<file path="config.mk">
export PLATFORM = sky130hd
export DESIGN_NAME = mrx_receiver
export DESIGN_NICKNAME = d
export VERILOG_FILES = /design/src/hdl/mrx_pkg.sv /design/src/hdl/mrx_sync.sv /design/src/hdl/mrx_receiver.sv
export SDC_FILE = /design/constraint.sdc
export NUM_CORES = 1
export LEC_CHECK = 0
export BUFFER_PORTS_ARGS = -buffer_cell sky130_fd_sc_hd__buf_2
export CAP_MARGIN = 20
export CORE_ASPECT_RATIO = 0.75
export CORE_UTILIZATION = 41
export DETAILED_ROUTE_END_ITERATION = 6
export SLEW_MARGIN = 30
export SYNTH_ARGS = -nofsm -noshare
export SYNTH_HDL_FRONTEND = slang
export SYNTH_HIERARCHICAL = 1
export SYNTH_SLANG_ARGS = --single-unit
</file>
<file path="constraint.sdc">
create_clock -name pclk -period 2.4 [get_ports pclk]
set_input_delay 0.24 -clock pclk [delete_from_list [all_inputs] [get_ports pclk]]
set_output_delay 0.24 -clock pclk [all_outputs]
set_load 0.02 [all_outputs]
</file>
<file path="src/hdl/mrx_pkg.sv">
package mrx_pkg;

   // ---------------------------------------------------------------
   // Register map
   // ---------------------------------------------------------------
   localparam logic [11:0] MRX_CTRL2_OFS = 12'h000;
   localparam logic [11:0] MRX_BUF_OFS = 12'h004;
   localparam logic [11:0] MRX_STAT_OFS = 12'h008;
   localparam logic [11:0] MRX_IRQ_OFS = 12'h00C;
   localparam logic [11:0] MRX_MASK_OFS = 12'h010;
   localparam logic [11:0] MRX_BAUD_OFS = 12'h014;

   // ---------------------------------------------------------------
   // Field positions
   // ---------------------------------------------------------------
   localparam int MRX_RECEIVE_ENABLE_BIT_BIT = 3;
   localparam int MRX_ACK_SEQUENCE_ENABLE_BIT = 4;
   localparam int MRX_BF_BIT = 0;
   localparam int MRX_OV_BIT = 1;
   localparam int MRX_WRITE_COLLISION_FLAG_BIT = 2;
   localparam int MRX_BUSY_BIT = 3;
   localparam int MRX_IRQ_BITS = 3;

   // ---------------------------------------------------------------
   // Reset values and timing
   // ---------------------------------------------------------------
   localparam logic [7:0] MRX_BAUD_RST = 8'h04;
   localparam logic [MRX_IRQ_BITS-1:0] MRX_MASK_RST = 3'h0;
   localparam int MRX_BITS_PER_BYTE = 8;

   // Event sources feeding the sticky status register.
   typedef struct packed {
      logic write_collision_flag;
      logic ovf;
      logic rxdone;
   } mrx_evt_t;

   typedef enum logic [1:0] {
      MRX_IDLE = 2'b00,
      MRX_LOW = 2'b01,
      MRX_HIGH = 2'b11
   } mrx_state_t;

endpackage : mrx_pkg

</file>
<file path="src/hdl/mrx_sync.sv">
module mrx_sync
   import mrx_pkg::*;
#(
   parameter int WIDTH = 2
) (
   input wire logic pclk,
   input wire logic presetn,
   input wire logic ce,
   input wire logic [WIDTH-1:0] d,
   output logic [WIDTH-1:0] q
);

   logic [WIDTH-1:0] meta_r;

   // ---------------------------------------------------------------
   // Two-stage synchroniser; the first stage feeds only the second.
   // ---------------------------------------------------------------
   always_ff @(posedge pclk or negedge presetn) begin
      if (!presetn) begin
         meta_r <= '1;
         q <= '1;
      end else if (ce) begin
         meta_r <= d;
         q <= meta_r;
      end
   end

endmodule : mrx_sync

</file>
<file path="src/hdl/mrx_receiver.sv">
// Behaviour
// - A receive-enable write is ignored unless the port is idle.
// - Each baud rollover toggles the clock; only a high-phase rollover shifts in a bit.
// - After eighth falling edge: clear enable, load buffer unless full, set flags.
// - After a byte the counter stops and the clock stays low.
// - Reading the buffer clears the buffer-full flag.
// - Buffer-full is set whenever a received byte moves into the buffer; a software buffer write leaves it unchanged.
// - Overflow is set when a byte completes while buffer-full is set.
// - Buffer write during reception sets collision and is dropped.
//
// Local design decisions: the address map and register access over APB.
module mrx_receiver
   import mrx_pkg::*;
(
   input wire logic pclk,
   input wire logic presetn,
   input wire logic ce,
   input wire logic psel,
   input wire logic penable,
   input wire logic pwrite,
   input wire logic [11:0] paddr,
   input wire logic [31:0] pwdata,
   output logic [31:0] prdata,
   output logic pready,
   output logic pslverr,
   input wire logic scl_in,
   output logic scl_out,
   output logic scl_oe,
   input wire logic sda_in,
   output logic sda_out,
   output logic sda_oe,
   output logic ack_sequence_enable,
   output logic irq
);

   // ---------------------------------------------------------------
   // Bus decode
   // ---------------------------------------------------------------
   function automatic logic hit(input logic [11:0] a, input logic [11:0] o);
      return a == o;
   endfunction : hit

   logic wr_en;
   logic rd_en;
   logic mapped;
   assign wr_en = psel && penable && pwrite;
   assign rd_en = psel && penable && !pwrite;
   assign mapped = hit(paddr, MRX_CTRL2_OFS) || hit(paddr, MRX_BUF_OFS) ||
      hit(paddr, MRX_STAT_OFS) || hit(paddr, MRX_IRQ_OFS) ||
      hit(paddr, MRX_MASK_OFS) || hit(paddr, MRX_BAUD_OFS);
   assign pready = 1'b1;
   assign pslverr = psel && penable && !mapped;

   // ---------------------------------------------------------------
   // Pin synchronisers
   // ---------------------------------------------------------------
   logic [1:0] pins_s;
   mrx_sync #(.WIDTH(2)) u_sync (
      .pclk(pclk),
      .presetn(presetn),
      .ce(ce),
      .d({scl_in, sda_in}),
      .q(pins_s)
   );

   // ---------------------------------------------------------------
   // State
   // ---------------------------------------------------------------
   mrx_state_t state_r;
   logic receive_enable_bit_r;
   logic ack_r;
   logic [7:0] baud_r;
   logic [7:0] brg_r;
   logic [3:0] bitcnt_r;
   logic [7:0] serial_shift_register_r;
   logic [7:0] serial_buffer_r;
   logic buffer_full_flag_r;
   logic write_collision_flag_r;
   logic [MRX_IRQ_BITS-1:0] stat_r;
   logic [MRX_IRQ_BITS-1:0] mask_r;
   mrx_evt_t evt;
   logic rollover;
   logic byte_done;
   logic start_rx;
   logic buf_rd;
   logic buf_wr;
   logic [7:0] shift_nxt;

   assign rollover = (state_r != MRX_IDLE) && (brg_r == 8'h00);
   assign byte_done = rollover && (state_r == MRX_HIGH) &&
      (bitcnt_r == 4'(MRX_BITS_PER_BYTE - 1));
   assign start_rx = wr_en && hit(paddr, MRX_CTRL2_OFS) &&
      pwdata[MRX_RECEIVE_ENABLE_BIT_BIT] && (state_r == MRX_IDLE);
   assign buf_rd = rd_en && hit(paddr, MRX_BUF_OFS);
   assign buf_wr = wr_en && hit(paddr, MRX_BUF_OFS);
   assign shift_nxt = {serial_shift_register_r[6:0], pins_s[0]};

   assign evt.rxdone = byte_done;
   assign evt.ovf = byte_done && buffer_full_flag_r;
   assign evt.write_collision_flag = buf_wr && (state_r != MRX_IDLE);

   // ---------------------------------------------------------------
   // Receive sequencer
   // ---------------------------------------------------------------
   always_ff @(posedge pclk or negedge presetn) begin
      if (!presetn) begin
         state_r <= MRX_IDLE;
         brg_r <= 8'h00;
         bitcnt_r <= 4'h0;
         serial_shift_register_r <= 8'h00;
      end else if (ce) begin
         case (state_r)
            MRX_IDLE: begin
               if (start_rx) begin
                  state_r <= MRX_LOW;
                  brg_r <= baud_r;
                  bitcnt_r <= 4'h0;
               end
            end
            MRX_LOW: begin
               if (rollover) begin
                  state_r <= MRX_HIGH;
                  brg_r <= baud_r;
               end else begin
                  brg_r <= brg_r - 8'h01;
               end
            end
            MRX_HIGH: begin
               if (rollover) begin
                  // Sample at the end of the high phase, just before fall.
                  serial_shift_register_r <= shift_nxt;
                  brg_r <= baud_r;
                  if (byte_done) begin
                     state_r <= MRX_IDLE;
                  end else begin
                     state_r <= MRX_LOW;
                     bitcnt_r <= bitcnt_r + 4'h1;
                  end
               end else begin
                  brg_r <= brg_r - 8'h01;
               end
            end
            default: begin
               state_r <= MRX_IDLE;
            end
         endcase
      end
   end

   // ---------------------------------------------------------------
   // Control-two register
   // ---------------------------------------------------------------
   always_ff @(posedge pclk or negedge presetn) begin
      if (!presetn) begin
         receive_enable_bit_r <= 1'b0;
         ack_r <= 1'b0;
         baud_r <= MRX_BAUD_RST;
      end else if (ce) begin
         if (byte_done) begin
            receive_enable_bit_r <= 1'b0;
         end else if (start_rx) begin
            receive_enable_bit_r <= 1'b1;
         end
         if (wr_en && hit(paddr, MRX_CTRL2_OFS)) begin
            ack_r <= pwdata[MRX_ACK_SEQUENCE_ENABLE_BIT];
         end
         if (wr_en && hit(paddr, MRX_BAUD_OFS)) begin
            baud_r <= pwdata[7:0];
         end
      end
   end

   // ---------------------------------------------------------------
   // Receive buffer and its flags
   // ---------------------------------------------------------------
   always_ff @(posedge pclk or negedge presetn) begin
      if (!presetn) begin
         serial_buffer_r <= 8'h00;
         buffer_full_flag_r <= 1'b0;
      end else if (ce) begin
         if (byte_done && !buffer_full_flag_r) begin
            serial_buffer_r <= shift_nxt;
            buffer_full_flag_r <= 1'b1;
         end else if (buf_rd) begin
            buffer_full_flag_r <= 1'b0;
         end else if (buf_wr && state_r == MRX_IDLE) begin
            serial_buffer_r <= pwdata[7:0];
         end
      end
   end

   // Collision is sticky; only a software write of one clears it.
   always_ff @(posedge pclk or negedge presetn) begin
      if (!presetn) begin
         write_collision_flag_r <= 1'b0;
      end else if (ce) begin
         if (evt.write_collision_flag) begin
            write_collision_flag_r <= 1'b1;
         end else if (wr_en && hit(paddr, MRX_STAT_OFS) &&
                      pwdata[MRX_WRITE_COLLISION_FLAG_BIT]) begin
            write_collision_flag_r <= 1'b0;
         end
      end
   end

   // ---------------------------------------------------------------
   // Interrupt status and mask
   // ---------------------------------------------------------------
   always_ff @(posedge pclk or negedge presetn) begin
      if (!presetn) begin
         stat_r <= '0;
      end else if (ce) begin
         // A new event wins over a same-cycle write-one-to-clear.
         if (wr_en && hit(paddr, MRX_IRQ_OFS)) begin
            stat_r <= (stat_r & ~pwdata[MRX_IRQ_BITS-1:0]) | evt;
         end else begin
            stat_r <= stat_r | evt;
         end
      end
   end

   always_ff @(posedge pclk or negedge presetn) begin
      if (!presetn) begin
         mask_r <= MRX_MASK_RST;
      end else if (ce && wr_en && hit(paddr, MRX_MASK_OFS)) begin
         mask_r <= pwdata[MRX_IRQ_BITS-1:0];
      end
   end

   always_ff @(posedge pclk or negedge presetn) begin
      if (!presetn) begin
         irq <= 1'b0;
      end else if (ce) begin
         // A set mask bit keeps its status bit off the interrupt line.
         irq <= |(stat_r & ~mask_r);
      end
   end

   // ---------------------------------------------------------------
   // Pins: open drain, pull low only
   // ---------------------------------------------------------------
   always_ff @(posedge pclk or negedge presetn) begin
      if (!presetn) begin
         scl_oe <= 1'b0;
      end else if (ce) begin
         // Hold the clock low whenever not in the released high phase.
         scl_oe <= !(state_r == MRX_HIGH);
      end
   end
   assign scl_out = 1'b0;
   assign sda_out = 1'b0;
   assign sda_oe = 1'b0;
   assign ack_sequence_enable = ack_r;

   // ---------------------------------------------------------------
   // Read data
   // ---------------------------------------------------------------
   always_ff @(posedge pclk or negedge presetn) begin
      if (!presetn) begin
         prdata <= 32'h0000_0000;
      end else if (ce && psel && !penable && !pwrite) begin
         prdata <= 32'h0000_0000;
         case (paddr)
            MRX_CTRL2_OFS: begin
               prdata[MRX_RECEIVE_ENABLE_BIT_BIT] <= receive_enable_bit_r;
               prdata[MRX_ACK_SEQUENCE_ENABLE_BIT] <= ack_r;
            end
            MRX_BUF_OFS: prdata[7:0] <= serial_buffer_r;
            MRX_STAT_OFS: begin
               prdata[MRX_BF_BIT] <= buffer_full_flag_r;
               prdata[MRX_OV_BIT] <= stat_r[1];
               prdata[MRX_WRITE_COLLISION_FLAG_BIT] <= write_collision_flag_r;
               prdata[MRX_BUSY_BIT] <= state_r != MRX_IDLE;
            end
            MRX_IRQ_OFS: prdata[MRX_IRQ_BITS-1:0] <= stat_r;
            MRX_MASK_OFS: prdata[MRX_IRQ_BITS-1:0] <= mask_r;
            MRX_BAUD_OFS: prdata[7:0] <= baud_r;
            default: prdata <= 32'h0000_0000;
         endcase
      end
   end

endmodule : mrx_receiver

</file>
Word level (Yosys, flattened, before mapping)
Index checks and enable logic that the tools add are counted.

Bits in registers: 59. Bits of input ports: 52. Output and inout port bits: 40. Logic and storage cells: 121.

Add/sub/neg operators: 2. Equality and inequality tests: 13. Mux-type cells: 26. Bitwise operators: 6. Reduce and logical (&&, ||, !) cells: 57.

Operators with widths (count): $mux W8 (5); $logic_and A1 B1 Y1 (25); $eq A12 B4 Y1 const B (2); $eq A12 B5 Y1 const B (2); $pmux W8 S2 (1); $pmux W3 S5 (1); $reduce_bool A2 Y1 (7); $eq A12 B3 Y1 const B (1); $logic_not A12 Y1 (1); $mux W4 (3); $reduce_and A2 Y1 (5); $reduce_and A3 Y1 (3); $logic_not A8 Y1 (1); $ne A2 B2 Y1 const B (4); $pmux W4 S2 (1); $sub A8 B1 Y8 const B (1); $mux W1 (7); $and A3 B3 Y3 (2); $mux W2 (3); $not A3 Y3 (2); $or A3 B3 Y3 (2); $pmux W2 S3 (1); $pmux W3 S2 (1); $logic_not A1 Y1 (5); other kinds (14) (18).

Longest topological paths before layout
Depth after elaboration: 8. Depth in mapped cells: 9. Mapped depth without buffers: 7.

By module
The synthesis kept the hierarchy.

By module, submodules not included: mrx_receiver (times used 1, cells each 330, area each 3278.1 um2); mrx_sync (times used 1, cells each 8, area each 150.1 um2).

Least setup slack after synthesis
Ideal clock, no wire load.

Path kind: register to register. Start point: register brg_r[0]. End point: register serial_buffer_r[5]. Library setup time: 123 ps. Data arrival time: 2013 ps. Required time: 2277 ps. Setup slack: 265 ps. Cell stages (with the launch flop): 9. Path through: dfrtp_1 > inv_1 > ha_1 > or3b_2 > clkbuf_1 > nor2_1 > nand3_1 > clkbuf_1 > o221a_2.

Longest elaborated chain between the ends: 7. Elaborated cells between the ends (all ways): 9. Classes of those cells: 1 x eq/ne; 1 x mux; 7 x reduce/logical.

Ends and longest elaborated chain: start, declared (RTL line mrx_receiver.sv:73) `logic [7:0] brg_r;`; start signal, assigned (RTL line mrx_receiver.sv:116) `brg_r <= baud_r;`; start signal, assigned (RTL line mrx_receiver.sv:123) `brg_r <= baud_r;`; start signal, assigned (RTL line mrx_receiver.sv:125) `brg_r <= brg_r - 8'h01;`; $logic_not A8 Y1 * (RTL line mrx_receiver.sv:89) `assign rollover = (state_r != MRX_IDLE) && (brg_r == 8'h00);`; $logic_and A1 B1 Y1 * (RTL line mrx_receiver.sv:89); $logic_and A1 B1 Y1 * (2 in series) (RTL line mrx_receiver.sv:90) `assign byte_done = rollover && (state_r == MRX_HIGH) &&`; $logic_and A1 B1 Y1 * (RTL line mrx_receiver.sv:181) `if (byte_done && !buffer_full_flag_r) begin`; $ne A2 B1 Y1 (no source line) / $reduce_bool A2 Y1 (equally long branches); $reduce_and A3 Y1 (no source line); end signal, assigned (RTL line mrx_receiver.sv:182) `serial_buffer_r <= shift_nxt;`; end signal, assigned (RTL line mrx_receiver.sv:187) `serial_buffer_r <= pwdata[7:0];`; end, declared (RTL line mrx_receiver.sv:76) `logic [7:0] serial_buffer_r;`.

Every way passes the cells marked *; elsewhere a longest branch is shown, timed or not. A chain may end at the register's enable or synchronous reset.

Final worst setup path
Start point: register brg_r[0]. End point: register brg_r[1].

Longest elaborated chain between the ends: 4. Elaborated cells between the ends (all ways): 5. Classes of those cells: 1 x add/sub; 2 x mux; 2 x reduce/logical.

Ends and longest elaborated chain: parallel branches: the longest is 2 deep, another holds $sub A8 B1 Y8; $mux W8 * (RTL line mrx_receiver.sv:121, mrx_receiver.sv:129); $pmux W8 S2 * (RTL line mrx_receiver.sv:112) `case (state_r)`.

Mark *: on every way between the ends.

==> results.txt <==
Status: finished, violations left
Violated checks: design-rule violations
Final #Nets: 431
Fin. Hold Viols: 0
Detail Placement HPWL: 6.03 mm
F_max: 0.457 GHz
Final WL: 8.24 mm
Commonest non-fill, non-tap cell in the layout: dfrtp_1
Final Max Tran Viols: 0
Switch share: 26.7%
Leakage: 1.80 nW
Cells after synthesis: 334
First-pass GRT wire length: 13.3 mm
Clock Pin Slew Worst Setup and Hold Paths: 0.07 ns
Crit path arrival time: 2.42 ns
Placed insts: 470
Layout cells sized above 1: 29.6%
Core Region: 7920 um2
Crit-path leading delay family: compound AO/OA/AOI/OAI gates
Tcrit/Tclk final: 91.1%
Cell internal pwr: 1.47 mW
Worst-case clock buffer depth: 2
DR vias/cell: 5.50
Wire per inst: 16.9 um
Final std cells w/o fill: 487
Max_slew headroom: 53.8%
Most frequent cells in the layout: 56 x dfrtp_1, 38 x buf_2, 28 x conb_1
Kind of critical path: register to register
Initial antenna violation count: 0
Post-DP Area: 3600 um2
Period minus WS final: 2.19 ns
Ys Warns: 6
Clk root buf: clkbuf_8
Worst path buffer plus inverter count: 1
Vias in the first global route: 2442
Routability cong.: 0.950
Total congestion overflow: 0
Comb power frac: 8.0%
Mapped Area: 3350 um2
Ports: 92
Critical Path Max Stage Delay: 0.53 ns
Post-CTS setup buffers: 0
Clk_skew: 0.00750 ns
DR vias: 2677
CTS H-tree lvls: 3
Crit start category: register
# DRC: 1
Rows: 28
Global router's overall resource usage: 20.9%
1st-iter DRT viols: 174
Largest net degree at the start of global routing: 32
Clock Sinks: 59
Design area: 3790 um2
Die Area: 8550 um2
Worst-margin pin slew: 0.693 ns
N_diodes: 0
Max_cap viols: 0
Inserted Clock Buffers: 9
Reg2reg setup slack: 0.21 ns
1st-pass router iterations: 7
Critical path required time: 2.63 ns
Crit-path cells: inv_1, ha_1, or3b_2, o21ai_2, o21ai_0, mux2_2
RSZ-0062 raised after global routing: no
Worst IR Drop VDD: 0.000276 V
Pwr dens: 530 nW/um2
Clock power share: 41.8%
# setup viols final: 0
Slowest library cell on the worst path: or3b_2
PortBufs: 38
Total Power: 2.01 mW
Sw power: 0.537 mW
Initial Util: 42.4%
Area grow syn2layout: 13.1%
Worst Hold Class: primary input to register
Worst-skew pair later-pin latency: 0.34 ns
TritonCTS clock tree: built
Die height: 80.3 um
Setup_tns: 0 ns
Worst Path Max Fanout: 10
Syn Area/Cell: 10.0 um2
CP Capture Type: register
DRT antenna net count: 0
Sequential share of power: 50.1%
Die outline width: 106 um
Layout Utilization: 47.9%
## flip-flops by register name (all words and copies together) (netlist names)
signal	cells
state_r	2
bitcnt_r	4
brg_r	8
prdata	8
serial_shift_register_r	7
baud_r	8
irq	1
u_sync/meta_r	1
mask_r	3
u_sync/q	1
write_collision_flag_r	1
ack_sequence_enable	1
serial_buffer_r	8
scl_oe	1
buffer_full_flag_r	1
stat_r	3
receive_enable_bit_r	1
## metal layers
layer | share of wire [%] | global-route usage (%)
met4 | 1.3 | 7.53
met5 | 0 | 0
met3 | 7.1 | 5.93
met2 | 41 | 29.6
met1 | 50 | 30.2
## final cells by class
| type | count | area (um2) |
|---|---|---|
| inverters | 10 | 37.5 |
| well taps | 105 | 131 |
| fillers | 770 | 4130 |
| multi-input cells | 247 | 1670 |
| clock inverters | 4 | 25.0 |
| repair buffers | 50 | 295 |
| clock buffers | 12 | 155 |
| flip-flops and latches | 59 | 1480 |
## per-stage QoR
stage	hold slack [ns]	setup slack, ns
floorplan	-0.0556	0.265
global placement	0.310	0.140
detailed placement	0.321	0.161
CTS	0.116	0.170
global route	0.114	0.0429
finish	0.127	0.213
## timing repair
item                                    CTS  global route
resized for setup                         0             1
endpoints found under the setup margin    0             4
hold buffers                              1             0
hold endpoints to repair                 25             0
## path summary, 6_finish.rpt
path / start / end / cells after the start
worst max-delay path: brg_r[0]$_DFFE_PN0P_ / brg_r[1]$_DFFE_PN0P_ / 6
worst min-delay path: sda_in / u_sync/meta_r[0]$_DFFE_PN1P_ / 2
worst max register to register: brg_r[0]$_DFFE_PN0P_ / brg_r[1]$_DFFE_PN0P_ / 6
worst min register to register: prdata[4]$_DFFE_PN0P_ / prdata[4]$_DFFE_PN0P_ / 2
max in group asynchronous: presetn / bitcnt_r[2]$_DFFE_PN0P_ / 3
min in group asynchronous: presetn / prdata[6]$_DFFE_PN0P_ / 2
## power by group through the flow
stage / registers, mW / logic, mW / clock network (mW)
after CTS: 1.01 / 0.162 / 0.866
final: 1.01 / 0.161 / 0.840
after detailed placement: 1.03 / 0.161 / 0
after global routing: 1.01 / 0.177 / 0.908
after global placement: 1.03 / 0.159 / 0
after floorplan: 1.03 / 0.117 / 0
(Power assumes the default switching activity.)
